## config.mk

```make
export PLATFORM = sky130hd
export DESIGN_NAME = adcrs_port
export DESIGN_NICKNAME = d
export VERILOG_FILES = /design/src/adcrs_pkg.sv /design/src/adcrs_port.sv
export VERILOG_INCLUDE_DIRS = /design/src
export SDC_FILE = /design/constraint.sdc
export NUM_CORES = 1
export LEC_CHECK = 0
export BUFFER_PORTS_ARGS = -buffer_cell sky130_fd_sc_hd__buf_2
export CORE_MARGIN = 4
export CORE_UTILIZATION = 55
export DETAILED_ROUTE_END_ITERATION = 10
export PLACE_DENSITY = 0.85
export SYNTH_ARGS = -nofsm -noshare
export SYNTH_HDL_FRONTEND = slang
export SYNTH_SLANG_ARGS = --single-unit
```

## constraint.sdc

```tcl
create_clock -name aclk -period 3.73 [get_ports aclk]
set_clock_uncertainty 0.05 [all_clocks]
set_input_delay 1.119 -clock aclk [delete_from_list [all_inputs] [get_ports aclk]]
set_output_delay 1.119 -clock aclk [all_outputs]
set_load 0.03 [all_outputs]
```

## src/adcrs_cfg.svh

```systemverilog
`ifndef ADCRS_CFG_SVH
`define ADCRS_CFG_SVH
// Register indices, byte address is four times the index
`define ADCRS_IDX_CFG_FIRST 8'h15
`define ADCRS_IDX_CFG_LOAD  8'h16
`define ADCRS_IDX_CFG_THIRD 8'h17
`define ADCRS_IDX_STATUS    8'h18
// Fields of the first configuration register
`define ADCRS_BIT_PORT_SEL  0
`define ADCRS_BIT_QUAD      1
`define ADCRS_BIT_CHECK     2
`define ADCRS_FIRST_RST     3'h0
// Reset values and limits
`define ADCRS_LOAD_RST      4'h0
`define ADCRS_SWING_RST     2'h1
`define ADCRS_SWING_MAX     2'h2
`define ADCRS_PATTERN       20'hac5d6
// Record lengths in bits
`define ADCRS_LVDS_BITS     6'h14
`define ADCRS_REC_BITS      6'h30
// Bus responses
`define ADCRS_RESP_OK       2'h0
`define ADCRS_RESP_ERR      2'h2
`endif

```

## src/adcrs_pkg.sv

```systemverilog
package adcrs_pkg;
   // Shifter states, one-hot
   typedef enum logic [2:0] {
      ST_IDLE  = 3'b001,
      ST_WAIT  = 3'b010,
      ST_SHIFT = 3'b100
   } adcrs_state_t;
   // Register selector codes
   typedef enum logic [2:0] {
      SEL_NONE   = 3'b000,
      SEL_FIRST  = 3'b001,
      SEL_LOAD   = 3'b010,
      SEL_THIRD  = 3'b011,
      SEL_STATUS = 3'b100
   } adcrs_sel_t;
endpackage

```

## src/adcrs_port.sv

```systemverilog
// Notes on behaviour
// - Transfer takes bits over lane count times one interface clock period.
// - Bits go out MSB first; host may stop clocking early.
// - In LVDS mode each extra load count delays the MSB by one interface clock.
// - In LVDS mode the MSB appears on falling edge number load count plus one.
// - Swing field picks one of three levels; resets to the middle one.
// - Pattern check replaces results with a constant 20-bit word.
// - Test word is 0xac5d6; clearing the check restores results at once.
// - Port select set to one switches the port to CMOS serial read.
// - Serial mode turns off all differential drivers, echo clock included.
// - Clock pins become serial clock and chip select; data pins lanes A-D.
// - Serial data shifts out on the falling serial clock edge.
// - Lane bit resets to one lane; one selects four serial or two LVDS.
// - One lane uses output B only; four lanes map A-D to 3..0.
// - Every serial record carries an appended 24-bit CRC of its own; LVDS records carry none.
// - Serial reads sign-extend each 20-bit result to 24 bits.
//
// Decided for this implementation: the AXI4-Lite slave port.
`timescale 1ns/1ps
`default_nettype none
`include "adcrs_cfg.svh"

module adcrs_port
   import adcrs_pkg::*;
#(
   parameter int          ADDR_W    = 12,
   parameter int          RES_W     = 20,
   parameter int          BUF_DEPTH = 2,
   parameter logic [23:0] CRC_POLY  = 24'h800063,
   parameter logic [23:0] CRC_INIT  = 24'hffffff
) (
   input  wire logic              aclk,
   input  wire logic              aresetn,
   input  wire logic [ADDR_W-1:0] awaddr,
   input  wire logic              awvalid,
   output var  logic              awready,
   input  wire logic [31:0]       wdata,
   input  wire logic [3:0]        wstrb,
   input  wire logic              wvalid,
   output var  logic              wready,
   output var  logic [1:0]        bresp,
   output var  logic              bvalid,
   input  wire logic              bready,
   input  wire logic [ADDR_W-1:0] araddr,
   input  wire logic              arvalid,
   output var  logic              arready,
   output var  logic [31:0]       rdata,
   output var  logic [1:0]        rresp,
   output var  logic              rvalid,
   input  wire logic              rready,
   input  wire logic [RES_W-1:0]  res_data,
   input  wire logic              res_valid,
   output var  logic              res_ready,
   input  wire logic              serial_clock_in,
   input  wire logic              port_select_in,
   output var  logic              first_pair_pos,
   output var  logic              first_pair_pos_oe,
   output var  logic              first_pair_neg,
   output var  logic              first_pair_neg_oe,
   output var  logic              second_pair_pos,
   output var  logic              second_pair_pos_oe,
   output var  logic              second_pair_neg,
   output var  logic              second_pair_neg_oe,
   output var  logic              echo_clock_pos,
   output var  logic              echo_clock_neg,
   output var  logic              echo_clock_oe,
   output var  logic [1:0]        output_swing_select
);

   localparam int PW = (BUF_DEPTH > 1) ? $clog2(BUF_DEPTH) : 1;

   // ----------------------------------------------------------------
   // Functions
   // ----------------------------------------------------------------
   // Word index to register selector
   function automatic adcrs_sel_t reg_sel(input logic [ADDR_W-1:0] a);
      logic [7:0] idx;
      idx = a[9:2];
      case (idx)
         `ADCRS_IDX_CFG_FIRST: reg_sel = SEL_FIRST;
         `ADCRS_IDX_CFG_LOAD:  reg_sel = SEL_LOAD;
         `ADCRS_IDX_CFG_THIRD: reg_sel = SEL_THIRD;
         `ADCRS_IDX_STATUS:    reg_sel = SEL_STATUS;
         default:              reg_sel = SEL_NONE;
      endcase
   endfunction

   // CRC over a 24-bit word, MSB first
   function automatic logic [23:0] crc24(input logic [23:0] d);
      logic [23:0] c;
      c = CRC_INIT;
      for (int i = 23; i >= 0; i--) begin
         c = (c[23] ^ d[i]) ? ((c << 1) ^ CRC_POLY) : (c << 1);
      end
      crc24 = c;
   endfunction

   // ----------------------------------------------------------------
   // Pin synchronisers
   // ----------------------------------------------------------------
   logic clk_s1_r, clk_s2_r, clk_s3_r;
   logic cs_s1_r, cs_s2_r, cs_s3_r;

   // Two flops per pin, third flop for edges
   always_ff @(posedge aclk) begin
      if (!aresetn) begin
         clk_s1_r <= 1'b0;
         clk_s2_r <= 1'b0;
         clk_s3_r <= 1'b0;
         cs_s1_r  <= 1'b1;
         cs_s2_r  <= 1'b1;
         cs_s3_r  <= 1'b1;
      end else begin
         clk_s1_r <= serial_clock_in;
         clk_s2_r <= clk_s1_r;
         clk_s3_r <= clk_s2_r;
         cs_s1_r  <= port_select_in;
         cs_s2_r  <= cs_s1_r;
         cs_s3_r  <= cs_s2_r;
      end
   end

   logic fall, cs_act, cs_fall;
   assign fall    = clk_s3_r & ~clk_s2_r;
   assign cs_act  = ~cs_s2_r;
   assign cs_fall = cs_s3_r & ~cs_s2_r;

   // ----------------------------------------------------------------
   // Register slave
   // ----------------------------------------------------------------
   logic              aw_got_r, aw_got_nxt, w_got_r, w_got_nxt;
   logic [ADDR_W-1:0] aw_addr_r, aw_addr_nxt;
   logic [31:0]       w_data_r, w_data_nxt;
   logic              w_lane0_r, w_lane0_nxt;
   logic              bvalid_r, bvalid_nxt, rvalid_r, rvalid_nxt;
   logic [1:0]        bresp_r, bresp_nxt, rresp_r, rresp_nxt;
   logic [31:0]       rdata_r, rdata_nxt;
   logic [2:0]        first_r, first_nxt;
   logic [3:0]        load_cnt_r, load_cnt_nxt;
   logic [1:0]        swing_r, swing_nxt;
   adcrs_state_t      st_r, st_nxt;
   logic [PW:0]       count_r, count_nxt;

   logic spi, quad, chk;
   assign spi = first_r[`ADCRS_BIT_PORT_SEL];
   assign quad = first_r[`ADCRS_BIT_QUAD];
   assign chk = first_r[`ADCRS_BIT_CHECK];

   assign awready = ~aw_got_r & ~bvalid_r;
   assign wready  = ~w_got_r & ~bvalid_r;
   assign arready = ~rvalid_r;
   assign bvalid  = bvalid_r;
   assign bresp   = bresp_r;
   assign rvalid  = rvalid_r;
   assign rresp   = rresp_r;
   assign rdata   = rdata_r;
   assign output_swing_select = swing_r;

   // Next bus and register state
   always_comb begin
      adcrs_sel_t ws, rs;
      ws = reg_sel(aw_addr_r);
      rs = reg_sel(araddr);
      aw_got_nxt = aw_got_r;
      aw_addr_nxt = aw_addr_r;
      w_got_nxt = w_got_r;
      w_data_nxt = w_data_r;
      w_lane0_nxt = w_lane0_r;
      bvalid_nxt = bvalid_r;
      bresp_nxt = bresp_r;
      rvalid_nxt = rvalid_r;
      rresp_nxt = rresp_r;
      rdata_nxt = rdata_r;
      first_nxt = first_r;
      load_cnt_nxt = load_cnt_r;
      swing_nxt = swing_r;
      if (awvalid && awready) begin
         aw_got_nxt = 1'b1;
         aw_addr_nxt = awaddr;
      end
      if (wvalid && wready) begin
         w_got_nxt = 1'b1;
         w_data_nxt = wdata;
         w_lane0_nxt = wstrb[0];
      end
      if (bvalid_r && bready) begin
         bvalid_nxt = 1'b0;
      end
      // Write once both halves are held
      if (aw_got_r && w_got_r && !bvalid_r) begin
         aw_got_nxt = 1'b0;
         w_got_nxt = 1'b0;
         bvalid_nxt = 1'b1;
         bresp_nxt = (ws == SEL_NONE) ? `ADCRS_RESP_ERR : `ADCRS_RESP_OK;
         if (w_lane0_r) begin
            case (ws)
               SEL_FIRST: first_nxt = w_data_r[2:0];
               SEL_LOAD:  load_cnt_nxt = w_data_r[3:0];
               SEL_THIRD: begin
                  if (w_data_r[1:0] <= `ADCRS_SWING_MAX) begin
                     swing_nxt = w_data_r[1:0];
                  end
               end
               default: ;
            endcase
         end
      end
      if (rvalid_r && rready) begin
         rvalid_nxt = 1'b0;
      end
      // Read data and response
      if (arvalid && arready) begin
         rvalid_nxt = 1'b1;
         rresp_nxt = (rs == SEL_NONE) ? `ADCRS_RESP_ERR : `ADCRS_RESP_OK;
         case (rs)
            SEL_FIRST:  rdata_nxt = {29'h0, first_r};
            SEL_LOAD:   rdata_nxt = {28'h0, load_cnt_r};
            SEL_THIRD:  rdata_nxt = {30'h0, swing_r};
            SEL_STATUS: rdata_nxt = {25'h0, cs_act, 3'(count_r), st_r};
            default:    rdata_nxt = 32'h0;
         endcase
      end
   end

   // Register bus and configuration state
   always_ff @(posedge aclk) begin
      if (!aresetn) begin
         aw_got_r   <= 1'b0;
         aw_addr_r  <= '0;
         w_got_r    <= 1'b0;
         w_data_r   <= 32'h0;
         w_lane0_r  <= 1'b0;
         bvalid_r   <= 1'b0;
         bresp_r    <= `ADCRS_RESP_OK;
         rvalid_r   <= 1'b0;
         rresp_r    <= `ADCRS_RESP_OK;
         rdata_r    <= 32'h0;
         first_r    <= `ADCRS_FIRST_RST;
         load_cnt_r <= `ADCRS_LOAD_RST;
         swing_r    <= `ADCRS_SWING_RST;
      end else begin
         aw_got_r   <= aw_got_nxt;
         aw_addr_r  <= aw_addr_nxt;
         w_got_r    <= w_got_nxt;
         w_data_r   <= w_data_nxt;
         w_lane0_r  <= w_lane0_nxt;
         bvalid_r   <= bvalid_nxt;
         bresp_r    <= bresp_nxt;
         rvalid_r   <= rvalid_nxt;
         rresp_r    <= rresp_nxt;
         rdata_r    <= rdata_nxt;
         first_r    <= first_nxt;
         load_cnt_r <= load_cnt_nxt;
         swing_r    <= swing_nxt;
      end
   end

   // ----------------------------------------------------------------
   // Result buffer
   // ----------------------------------------------------------------
   logic [RES_W-1:0] mem_r [BUF_DEPTH];
   logic [PW-1:0]    wp_r, wp_nxt, rp_r, rp_nxt;
   logic             push, pop, head_valid;

   assign res_ready  = (count_r != (PW+1)'(BUF_DEPTH));
   assign push       = res_valid & res_ready;
   assign head_valid = (count_r != '0);

   // Pointer and fill arithmetic
   always_comb begin
      wp_nxt = wp_r;
      rp_nxt = rp_r;
      count_nxt = count_r;
      if (push) begin
         wp_nxt = (wp_r == PW'(BUF_DEPTH-1)) ? '0 : PW'(wp_r + 1'b1);
      end
      if (pop) begin
         rp_nxt = (rp_r == PW'(BUF_DEPTH-1)) ? '0 : PW'(rp_r + 1'b1);
      end
      if (push && !pop) begin
         count_nxt = (PW+1)'(count_r + 1'b1);
      end else if (pop && !push) begin
         count_nxt = (PW+1)'(count_r - 1'b1);
      end
   end

   // Buffer storage and pointers
   always_ff @(posedge aclk) begin
      if (!aresetn) begin
         wp_r    <= '0;
         rp_r    <= '0;
         count_r <= '0;
      end else begin
         wp_r    <= wp_nxt;
         rp_r    <= rp_nxt;
         count_r <= count_nxt;
         if (push) begin
            mem_r[wp_r] <= res_data;
         end
      end
   end

   // ----------------------------------------------------------------
   // Output shifter
   // ----------------------------------------------------------------
   logic [47:0] sh_r, sh_nxt;
   logic [5:0]  left_r, left_nxt;
   logic [4:0]  wait_r, wait_nxt;
   logic [RES_W-1:0] word;
   logic [23:0] sext;
   logic [5:0]  step;

   assign word = chk ? `ADCRS_PATTERN : (head_valid ? mem_r[rp_r] : '0);
   assign sext = {{(24-RES_W){word[RES_W-1]}}, word};
   assign step = quad ? (spi ? 6'h4 : 6'h2) : 6'h1;

   // Next shifter state
   always_comb begin
      st_nxt = st_r;
      sh_nxt = sh_r;
      left_nxt = left_r;
      wait_nxt = wait_r;
      pop = 1'b0;
      case (st_r)
         ST_IDLE: begin
            if (spi && cs_fall) begin
               sh_nxt = {sext, crc24(sext)};
               left_nxt = `ADCRS_REC_BITS;
               pop = ~chk & head_valid;
               st_nxt = ST_SHIFT;
            end else if (!spi && (chk || head_valid)) begin
               wait_nxt = {1'b0, load_cnt_r};
               st_nxt = ST_WAIT;
            end
         end
         ST_WAIT: begin
            if (spi) begin
               st_nxt = ST_IDLE;
            end else if (fall && wait_r == 5'h0) begin
               sh_nxt = {word, 28'h0};
               left_nxt = `ADCRS_LVDS_BITS;
               pop = ~chk & head_valid;
               st_nxt = ST_SHIFT;
            end else if (fall) begin
               wait_nxt = 5'(wait_r - 1'b1);
            end
         end
         ST_SHIFT: begin
            if (spi && !cs_act) begin
               st_nxt = ST_IDLE;
            end else if (fall) begin
               sh_nxt = sh_r << step;
               if (left_r <= step) begin
                  st_nxt = ST_IDLE;
               end else begin
                  left_nxt = 6'(left_r - step);
               end
            end
         end
         default: st_nxt = ST_IDLE;
      endcase
   end

   // Shifter registers
   always_ff @(posedge aclk) begin
      if (!aresetn) begin
         st_r   <= ST_IDLE;
         sh_r   <= 48'h0;
         left_r <= 6'h0;
         wait_r <= 5'h0;
      end else begin
         st_r   <= st_nxt;
         sh_r   <= sh_nxt;
         left_r <= left_nxt;
         wait_r <= wait_nxt;
      end
   end

   // ----------------------------------------------------------------
   // Pin mapping
   // ----------------------------------------------------------------
   logic drive;
   assign drive = spi & cs_act;

   // Pins as differential pairs or serial lanes
   always_comb begin
      if (spi) begin
         first_pair_pos  = sh_r[47];
         first_pair_neg  = quad ? sh_r[46] : sh_r[47];
         second_pair_pos = sh_r[45];
         second_pair_neg = sh_r[44];
         first_pair_pos_oe  = drive & quad;
         first_pair_neg_oe  = drive;
         second_pair_pos_oe = drive & quad;
         second_pair_neg_oe = drive & quad;
         echo_clock_oe = 1'b0;
      end else begin
         first_pair_pos  = sh_r[47];
         first_pair_neg  = ~sh_r[47];
         second_pair_pos = sh_r[46];
         second_pair_neg = ~sh_r[46];
         first_pair_pos_oe  = 1'b1;
         first_pair_neg_oe  = 1'b1;
         second_pair_pos_oe = quad;
         second_pair_neg_oe = quad;
         echo_clock_oe = 1'b1;
      end
      echo_clock_pos = clk_s2_r;
      echo_clock_neg = ~clk_s2_r;
   end
endmodule // adcrs_port
`default_nettype wire

```

After elaboration in Yosys (flattened, before gate mapping)
Memory sizes are Yosys's and may differ from the RTL's. A register that Yosys moved wholly into a read port is not among the register bits.
Cells that the tools add are included.
{"block": "word_totals", "output_inout_bits": 55, "inputBits": 90, "ram_bits": 40, "mem_count": 1, "word_cells": 253, "regBits": 136}
{"block": "classes", "addsub": 6, "bitwise": 64, "reduce_logical": 35, "muxes": 85, "n_lt_le_gt_ge": 2, "eq_ne": 33, "shift": 1}
{"memory": "mem_r", "words": 2, "word_bits": 20, "read_ports": 1, "rd_clocked_by_memory_dff": 1, "write_ports": 1, "line_no": "adcrs_port.sv:261", "text": "logic [RES_W-1:0] mem_r [BUF_DEPTH];"}
{"operator": "24-bit two-way mux", "n": 24}
{"operator": "48-bit two-way mux", "n": 5}
{"operator": "48-bit one-hot mux with 3 select lines", "n": 1}
{"operator": "5-bit inverter", "n": 23}
{"operator": "8-bit by 5-bit equality test with 1-bit output, second input constant", "n": 8}
{"operator": "48-bit by 3-bit << shifter with 48-bit output", "n": 1}
{"operator": "20-bit two-way mux", "n": 2}
{"operator": "6-bit two-way mux", "n": 6}
{"operator": "7-bit one-hot mux with 4 select lines", "n": 1}
{"operator": "3-bit two-way mux", "n": 9}
{"operator": "5-bit two-way mux", "n": 5}
{"operator": "3-bit one-hot mux with 4 select lines", "n": 2}
{"operator": "1-bit XOR", "n": 23}
{"operator": "1-bit two-way mux", "n": 22}
{"operator": "2-bit inequality test, second input constant", "n": 11}
{"operator": "6-bit one-hot mux with 3 select lines", "n": 1}
{"operator": "3-bit by 2-bit equality test with 1-bit output, second input constant", "n": 5}
{"operator": "1-bit logical AND", "n": 13}
{"operator": "3-bit inequality test, second input constant", "n": 4}
{"operator": "6-bit AND reduction", "n": 2}
{"operator": "1-bit inverter", "n": 10}
{"operator": "5-bit one-hot mux with 2 select lines", "n": 1}
{"operator": "2-bit nonzero test", "n": 5}
{"operator": "3-bit by 1-bit equality test with 1-bit output, second input constant", "n": 3}
{"operator": "other kinds (21)", "n": 39}

Depth between registers and ports, before layout
Gate-level depths: netlist of the first run.
{"block": "depth", "ltp_word": 52, "ltp_mapped": 14}

Worst setup path before layout of the first run
No wires, ideal clock.
{"block": "synth_timing", "path_type": "input-to-reg", "start": "input aresetn", "end": "memory mem_r[0][0] (enable)", "arrival_ps": 2525, "path_slack_ps": 758, "setup_time_ps": 397, "path_stages": 4, "required_ps": 3283, "cell_sequence": "clkbuf_1 -> clkbuf_1 -> nand2_1 -> nor2_1"}
{"block": "synth_via", "elab_chain_len": 2}
{"item": "from (decl)", "line_no": "adcrs_port.sv:33", "text": "input wire logic aresetn,"}
{"item": "1-bit two-way mux", "line_no": "adcrs_port.sv:289", "text": "if (!aresetn) begin"}
{"item": "1-bit two-way mux (not written as such)", "line_no": "adcrs_port.sv:298", "text": "mem_r[wp_r] <= res_data;"}
{"item": "to (decl)", "line_no": "adcrs_port.sv:261"}
No other way between the ends.

==> out/summary.txt, run 1 <==
Achievable Freq = 315.4 MHz
synth unique cells = 77
setup slack, reg-to-reg = 0.56 ns
Clock transition at path regs = 0.06 ns
Placer Congestion = 0.9301
slowest CP cell = dfxtp_1
Final Total Pwr = 5.777 mW
diode count = 0
crit path kind = flop to flop
vias in the first global route = 6,895
top_reg_cell synth = dfxtp_1
sequential element share of the synthesized area = 0.3973
non-filler cells in the finished layout = 1,208
Filler cells = 1,189
Area Overhead vs Synth = 12.19%
post-placement cell count = 1,176
Max FO, Critical Path = 21
Die Area = 0.01734 mm²
mapped cell area = 0.008414 mm²
Final setup viols = 0
worst hold margin = 0.3590 ns
leakage power = 3.362 nW
Vias/cell = 6.084
reg2reg end = sh_r[5]
post-CTS setup buffer count = 0
Hold WC Path Type = flop to flop
Hold Vio Cnt, Final = 0
Worst Setup EP = sh_r[5]
outcome = complete, no violations
Yosys top cell by area = dfxtp_1
critical path startpoint category = flop
TNS Setup = 0 ns
worst-margin pin slew = 0.7572 ns
final slew viol count = 0
CTS sink cnt = 147
first-pass GRT wire length = 35,050 µm
Starting Density = 0.5703
H-tree levels = 4
vias after detailed routing = 7,349
number of max-cap violations = 0
total congestion overflow = 0
Yosys top cell area share = 0.2546
Clock Latency Late Sink = 0.43 ns
Detailed Routing Iterations Pass 1 = 6
Die W = 131.7 µm
drt wl/cell = 17.80 µm
R2R depth = 8
Total GRT Usage = 0.2439
worst path cell trace = buf_4, mux2_2, or3_1, a21oi_2, nand3b_1, o21bai_1, a21boi_1, or4_1
Yosys reg bits = 147
yosys synthesis warning count = 0
fin nets = 1,108
layout cells sized above 1 = 0.1553
Slew HR = 0.4881
row count = 44
CTS buffer count = 17
pwr/cell area = 612.0 mW/mm²
CTS tree = built
initial antenna violation count = 0
DRT antenna net count = 0
RSZ-0062 raised after global routing = false
root buffer cell = clkbuf_16
post_cts resized = 0
largest net degree at the start of global routing = 77
core area = 0.01475 mm²
crit end category = flop
die extent in y = 131.7 µm
Area contributors post-synth = dfxtp_1 (25%), edfxtp_1 (14%), mux2i_1 (10%)
PortBufs = 77
ys async rst share = 0
Gate Count Post-Synth = 959
EDFF count, synth = 40
Top Ports = 145
syn_area_per_cell = 8.774 µm²
crit share post-route = 0.8501
initial DRC count = 990
Worst Path Required = 3.99 ns
Total Wirelength = 21,500 µm
maximum single-stage delay on the critical path = 0.71 ns
min Tclk post-route = 3.171 ns
hold buffers post-CTS = 0
peak supply drop = 0.3807 mV
Post-DP HPWL = 14,680 µm
CTS Buffer Depth = 2
critical path arrival = 3.43 ns
DRC = 0
## where the power goes
group / total [mW] / internal [mW] / switching, mW / leakage, nW
registers: 2.16 / 1.89 / 0.272 / 1.24
logic: 1.89 / 0.761 / 1.13 / 1.84
clock network: 1.73 / 1.05 / 0.680 / 0.277
total: 5.78 / 3.70 / 2.08 / 3.36
## cell usage in the layout, fill, tap and decap left out, drive strengths merged, types with 19 or more instances in the layout
cell | Yosys | routed
a221oi | 19 | 19
o21ai | 43 | 43
nand2 | 60 | 60
mux2i | 85 | 85
xnor2 | 26 | 26
a21oi | 90 | 90
dfxtp | 107 | 107
buf | 46 | 102
nor2 | 158 | 158
edfxtp | 40 | 40
conb | 1 | 28
nor3 | 20 | 20
## state kept, by name, indices dropped and copies added, names as in the netlist, 2 cells and up, named ones only
register and cells:
first_r 3, sh_r 48, wait_r 5, left_r 6
aw_addr_r 8, mem_r 40, rdata 6, count_r 2
load_cnt_r 4, w_data_r 4, output_swing_select 2, st_r 3
## synthesized netlist by cell type (4+ instances only)
library cell and n:
xor2_1 17, a21oi_1 88, o221ai_1 4, o21ai_0 42
nand3_1 9, a221oi_1 19, xnor2_1 24, a211oi_1 18
inv_1 14, and3_1 4, nor2b_1 11, dfxtp_1 107
mux2i_1 85, a31oi_1 8, ha_1 6, or3_1 5
edfxtp_1 40, buf_1 5, nor2_1 152, nand2_1 60
nor2_2 5, nand3b_1 5, a222oi_1 6, o211ai_1 15
buf_2 7, a311oi_1 4, and2_1 7, buf_4 30
o22ai_1 12, mux2_2 4, clkbuf_1 50, nand2b_1 8
nor3_1 20
## worst max-delay path: cells and delay by family (launching register included)
kind / cells / cell delay (ns)
compound gates: 3 / 0.42
buf+inv: 1 / 0.40
flops: 1 / 0.71
mux: 1 / 0.45
simple gates: 3 / 0.98
## area by class of cell
cell class,count,area [µm²],share of cell area
clock buffer,18,429.2,0.04546
timing repair buffer,102,598.1,0.06335
multi-input combinational,728,4618,0.4892
clock inverter,14,162.7,0.01723
tap,184,230.2,0.02439
inverter,15,56.30,0.005964
sequential,147,3346,0.3544
## routing by layer
layer | up-vias | routed length [µm] | track usage
met3 | 60 | 2041 | 0.05887
met5 | - | 0 | 0
li1 | 3505 | - | -
met1 | 3397 | 9176 | 0.3357
met4 | 0 | 592 | 0.09685
met2 | 387 | 9692 | 0.3716
## kinds of logic after synthesis
kind of cell | share of synthesized area
compound gates | 0.1935
xor+xnor | 0.05650
fa+ha+maj | 0.01130
buf+inv | 0.06795
flops | 0.3973
mux | 0.1083
other cells | 0.0004457
simple gates | 0.1648
## per-stage QoR
stage               area (µm²)  utilization  setup WS (ns)
global route              9440       0.6398         0.4080
detailed placement        8848       0.5997         0.6099
global placement          8848       0.5997         0.6298
floorplan                 8516            -         0.7582
CTS                       9440       0.6398         0.5985
finish                    9440       0.6398         0.5591
## worst min path at each step
stage             from  endpoint  slack, ns  cells past startpoint
2_1_floorplan  cs_s1_r   cs_s2_r       0.34                      1
3_3_place_gp   cs_s1_r   cs_s2_r       0.34                      1
3_5_place_dp   cs_s1_r   cs_s2_r       0.34                      1
4_1_cts        cs_s1_r   cs_s2_r       0.36                      1
5_1_grt        cs_s1_r   cs_s2_r       0.38                      1
6_report       cs_s1_r   cs_s2_r       0.36                      1
(Power assumes the default switching activity.)
==> run 2, diff against run 1 <==
Settings changed: CELL_PAD_IN_SITES_DETAIL_PLACEMENT from default to 0, CELL_PAD_IN_SITES_GLOBAL_PLACEMENT from default to 1, CORE_UTILIZATION 55 to 43, PLACE_DENSITY 0.85 to 0.88.
==> run 2 against run 1 <==
Against the previous run: fmax grew 0.14%; total power shrank 1.1%; cell count grew 6.3%; first-iteration DRC count shrank 24%; final area grew 0.74%.
==> out/summary.txt, run 2 (synthesis gave the netlist of run 1 again) <==
layout cells sized above 1 = 0.1602 (+0.004883)
Logic pwr share = 0.326 (about the same)
Sw Pwr = 2.139 mW (+2.8%)
max reg flops = 48 (unchanged)
critical path startpoint category = flop
utilization after layout = 0.5017 (-0.1381)
Detailed Routing Iterations Pass 1 = 6 (unchanged)
PortBufs = 77 (unchanged)
RSZ-0062 raised after global routing = false
Max FO, Critical Path = 23 (+9.5%)
Starting Density = 0.4439 (-0.1264)
min-delay src = cs_s1_r
row count = 50 (+14%)
hold buffers post-CTS = 0 (unchanged)
commonest non-fill, non-tap cells in the layout = nor2_1 (150), dfxtp_1 (105), a21oi_1 (88)
initial antenna violation count = 0 (unchanged)
reg2reg end = sh_r[5]
CTS buffer count = 17 (unchanged)
DRT antenna net count = 0 (unchanged)
critical path arrival = 3.41 ns (-0.02 ns)
Final setup viols = 0 (unchanged)
root buffer cell = clkbuf_16
DRC = 0 (unchanged)
R2R depth = 8 (unchanged)
worst-margin pin slew = 0.9296 ns (+0.1724 ns)
leakage power = 3.346 nW (-0.48%)
hold path cells = 1 (unchanged)
die extent in y = 147.9 µm (+12%)
H-tree levels = 4 (unchanged)
crit end category = flop
Top Registers = sh_r: 48 flops, mem_r: 40 flops, aw_addr_r: 8 flops
largest net degree at the start of global routing = 80 (+3.9%)
post-CTS setup buffer count = 0 (unchanged)
crit path kind = flop to flop
pwr/cell area = 600.8 mW/mm² (-1.8%)
CTS tree = built
initial DRC count = 756 (-24%)
post_cts resized = 0 (unchanged)
maximum single-stage delay on the critical path = 0.68 ns (-0.03 ns)
Clock transition at path regs = 0.06 ns (about the same)
Area Overhead vs Synth = 13.03%
Post-DP HPWL = 15,730 µm (+7.2%)
Hold WC Path Type = flop to flop
Total Wirelength = 22,490 µm (+4.6%)
most flop-heavy register = sh_r
Vias/cell = 5.613 (-7.7%)
Achievable Freq = 315.8 MHz (+0.14%)
Hold Vio Cnt, Final = 0 (unchanged)
vias after detailed routing = 7,207 (-1.9%)
CTS Buffer Depth = 2 (unchanged)
Slew HR = 0.3803 (-0.1078)
peak supply drop = 0.3858 mV (+1.3%)
worst path cell trace = buf_4, mux2_2, or3_1, a21oi_2, nand3b_1, o21bai_1, a21boi_1, or4_1
TNS Setup = 0 ns (unchanged)
Die Area = 0.02187 mm² (+26%)
diode count = 0 (unchanged)
setup slack, reg-to-reg = 0.56 ns (about the same)
Hold EP = cs_s2_r
Total GRT Usage = 0.2039 (-0.04002)
min Tclk post-route = 3.167 ns (-0.004386 ns)
crit share post-route = 0.8489 (-0.001176)
slowest CP cell = dfxtp_1
Worst Path Required = 3.98 ns (about the same)
Reg power frac = 0.381 (+0.007)
Die W = 147.9 µm (+12%)
Top Ports = 145 (unchanged)
number of max-cap violations = 0 (unchanged)
final slew viol count = 0 (unchanged)
Int Pwr = 3.574 mW (-3.3%)
vias in the first global route = 6,684 (-3.1%)
CTS sink cnt = 147 (unchanged)
Clock Latency Late Sink = 0.43 ns (about the same)
Final Total Pwr = 5.714 mW (-1.1%)
fin nets = 1,108 (unchanged)
switch share = 0.3744 (+0.01411)
drt wl/cell = 17.51 µm (-1.6%)
outcome = complete, no violations
total congestion overflow = 0 (unchanged)
core area = 0.01896 mm² (+28%)
clock share of power = 0.293 (-0.006)
most common cell after layout, fill and taps aside = nor2_1
first-pass GRT wire length = 35,780 µm (+2.1%)
Placer Congestion = 0.8812 (-5.3%)
==> run 2: worst max-delay path by stage <==
stage | end | slack, ns
after global placement | sh_r[5] | 0.66
final | sh_r[5] | 0.56
after CTS | first_pair_neg | 0.60
after floorplan | mem_r[0][0] | 0.76
after global routing | sh_r[5] | 0.41
after detailed placement | sh_r[5] | 0.63
==> run 2: power groups by stage <==
stage               clock network [mW]  logic (mW)  registers [mW]
floorplan                            0        1.47            2.09
global placement                     0        1.81            2.20
detailed placement                   0        1.83            2.20
CTS                               1.70        1.84            2.17
global route                      1.77        2.05            2.21
finish                            1.67        1.86            2.18
==> run 2: cell type report <==
| type | instances | area (µm²) |
|---|---|---|
| timing repair buffer | 102 | 585.6 |
| sequential | 147 | 3346 |
| fill | 1800 | 9445 |
| inverter | 15 | 56.30 |
| clock inverter | 15 | 148.9 |
| multi-input combinational | 728 | 4623 |
| tap | 260 | 325.3 |
| clock buffer | 17 | 425.4 |
==> run 2: routing by layer <==
layer / GRT usage / up-vias / share of wire
li1: - / 3514 / -
met5: 0 / - / 0
met4: 0.07113 / 0 / 0.019
met3: 0.03433 / 37 / 0.070
met1: 0.2908 / 3378 / 0.46
met2: 0.3138 / 278 / 0.45
==> run 2: through the flow <==
stage | hold WS [ns] | cells | worst slack, ns | instance area (µm²)
final | 0.3684 | 1284 | 0.5635 | 9510
after global routing | 0.3969 | 1284 | 0.4070 | 9510
after CTS | 0.3753 | 1284 | 0.5985 | 9510
after detailed placement | 0.3421 | 1252 | 0.6323 | 8936
after global placement | 0.3398 | 1252 | 0.6564 | 8936
after floorplan | 0.3363 | 986 | 0.7582 | 8516
==> run 2: worst max-delay path, delay by kind of cell (launching register included) <==
kind,cells,cell delay [ns]
and+or+nand+nor,3,1.00
DFF,1,0.68
muxes,1,0.45
AOI/OAI and AO/OA,3,0.44
buffers and inverters,1,0.40
==> run 3, diff against run 2 <==
Clock period 3.73 ns to 2.93 ns, I/O delays scaled along.
==> run 3 against run 2 <==
Against the previous run: sequential share of layout area down 0.77 points; via count grew 2.4%; final area up 2.3%; die area unchanged; worst setup slack got worse by 0.37 ns; critical path depth stayed put; core utilization increased by 1.2 points; critical path type unchanged; largest power group unchanged; highest routed layer unchanged.
==> out/summary.txt, run 3 (synthesis gave the netlist of run 1 again) <==
outcome = complete, no violations
Reg power frac = 0.373 (-0.008)
initial antenna violation count = 0 (unchanged)
peak supply drop = 0.4492 mV (+16%)
Slew HR = 0.5150 (+0.1348)
Clock Latency Late Sink = 0.43 ns (about the same)
switch share = 0.3703 (-0.004184)
drt wl/cell = 17.36 µm (-0.87%)
CTS sink cnt = 147 (unchanged)
Clock transition at path regs = 0.07 ns (about the same)
Vias/cell = 5.645 (+0.57%)
crit path kind = flop to flop
max reg flops = 48 (unchanged)
Die Area = 0.02187 mm² (unchanged)
Total GRT Usage = 0.2070 (+0.003045)
placed inst area = 0.009131 mm² (+2.2%)
Achievable Freq = 365.8 MHz (+16%)
worst-margin pin slew = 0.7274 ns (-0.2022 ns)
number of max-cap violations = 0 (unchanged)
commonest non-fill, non-tap cells in the layout = nor2_1 (151), dfxtp_1 (103), a21oi_1 (88)
Hold Vio Cnt, Final = 0 (unchanged)
Placer Congestion = 0.8801 (-0.12%)
post-CTS setup buffer count = 0 (unchanged)
CTS buffer count = 17 (unchanged)
non-filler cells in the finished layout = 1,307 (+1.8%)
core area = 0.01896 mm² (unchanged)
pwr/cell area = 762.8 mW/mm² (+27%)
vias after detailed routing = 7,378 (+2.4%)
root buffer cell = clkbuf_16
min Tclk post-route = 2.734 ns (-0.4327 ns)
H-tree levels = 4 (unchanged)
RSZ-0062 raised after global routing = false
Detailed Routing Iterations Pass 1 = 5 (-1)
crit end category = flop
DRT antenna net count = 0 (unchanged)
Max FO, Critical Path = 10 (-57%)
first-pass GRT wire length = 36,570 µm (+2.2%)
critical path arrival = 3.00 ns (-0.41 ns)
Logic pwr share = 0.333 (+0.007)
TNS Setup = 0 ns (unchanged)
DRC = 0 (unchanged)
clock share of power = 0.295 (+0.002)
Final setup viols = 0 (unchanged)
worst setup margin = 0.1962 ns (-0.3673 ns)
total congestion overflow = 0 (unchanged)
Hold WC Path Type = flop to flop
Top Ports = 145 (unchanged)
vias in the first global route = 6,881 (+2.9%)
most common cell after layout, fill and taps aside = nor2_1
fin area = 0.009731 mm² (+2.3%)
Die W = 147.9 µm (unchanged)
Top Registers = sh_r: 48 flops, mem_r: 40 flops, aw_addr_r: 8 flops
leakage power = 3.498 nW (+4.5%)
Sw Pwr = 2.748 mW (+28%)
Worst Path Required = 3.19 ns (-0.79 ns)
initial DRC count = 794 (+5.0%)
DP Worst Slack = 0.1228 ns (-0.5095 ns)
layout cells sized above 1 = 0.1805 (+0.02036)
Starting Density = 0.4439 (unchanged)
row count = 50 (unchanged)
CTS tree = built
Post-DP HPWL = 16,230 µm (+3.2%)
post-placement cell count = 1,275 (+1.8%)
most flop-heavy register = sh_r
Final Total Pwr = 7.422 mW (+30%)
crit share post-route = 0.9330 (+0.08410)
final slew viol count = 0 (unchanged)
fin nets = 1,131 (+2.1%)
Area Overhead vs Synth = 15.64%
PortBufs = 77 (unchanged)
Total Wirelength = 22,690 µm (+0.90%)
die extent in y = 147.9 µm (unchanged)
CTS Buffer Depth = 2 (unchanged)
critical path startpoint category = flop
Int Pwr = 4.674 mW (+31%)
largest net degree at the start of global routing = 77 (-3.8%)
diode count = 0 (unchanged)
run 3: cell types whose count changed in the layout (fill, tap and decap cells not counted), sizes merged:
cell / delta
clkbuf: +1
clkinvlp: -3
buf: +23
inv: +3
clkinv: -1
run 3: layout make-up:
cell class	instances	area (µm²)
inverter	15	56.30
clock inverter	14	138.9
multi-input combinational	728	4628
tap	260	325.3
timing repair buffer	125	783.3
fill	1782	9225
clock buffer	18	450.4
sequential	147	3348
run 3: power by group through the flow:
stage               combinational (mW)  sequential (mW)  clock (mW)
floorplan                         1.87             2.66           0
global placement                  2.40             2.79           0
detailed placement                2.44             2.79           0
CTS                               2.45             2.75        2.22
global route                      2.71             2.81        2.31
finish                            2.47             2.76        2.19
run 3: what timing repair did:
item	4_1_cts	5_1_grt
resized for setup	0	4
endpoints found under the hold margin	0	0
endpoints found under the setup margin	0	2
hold buffers	0	0
run 3: critical path: stages (launching register included):
cell and delay [ns]:
dfxtp_1 0.48, o21bai_4 0.15, buf_4 0.20, nor2_1 0.30, xnor3_1 0.29, xnor3_1 0.25, xnor2_2 0.30, nor3_1 0.09
or4_1 0.51
run 3: metrics by stage:
stage,hold WS [ns],util
6_report,0.3605,0.5133
5_1_grt,0.3823,0.5133
4_1_cts,0.3637,0.5128
3_5_place_dp,0.3479,0.4817
3_3_place_gp,0.3397,0.4817
2_1_floorplan,0.3363,-
run 3: worst paths after layout:
check / end / from / slack, ns / cells past startpoint
max reg2reg: sh_r[5] / count_r[1] / 0.20 / 8
min: cs_s2_r / cs_s1_r / 0.36 / 1
max: sh_r[5] / count_r[1] / 0.20 / 8
min reg2reg: cs_s2_r / cs_s1_r / 0.36 / 1
run 3: metal layers:
metal	global-route usage	vias to the layer above	wire length, µm
met5	0	-	0
met4	0.06328	0	292
met3	0.03617	28	1546
met2	0.3244	272	10440
met1	0.2930	3514	10410
li1	-	3564	-
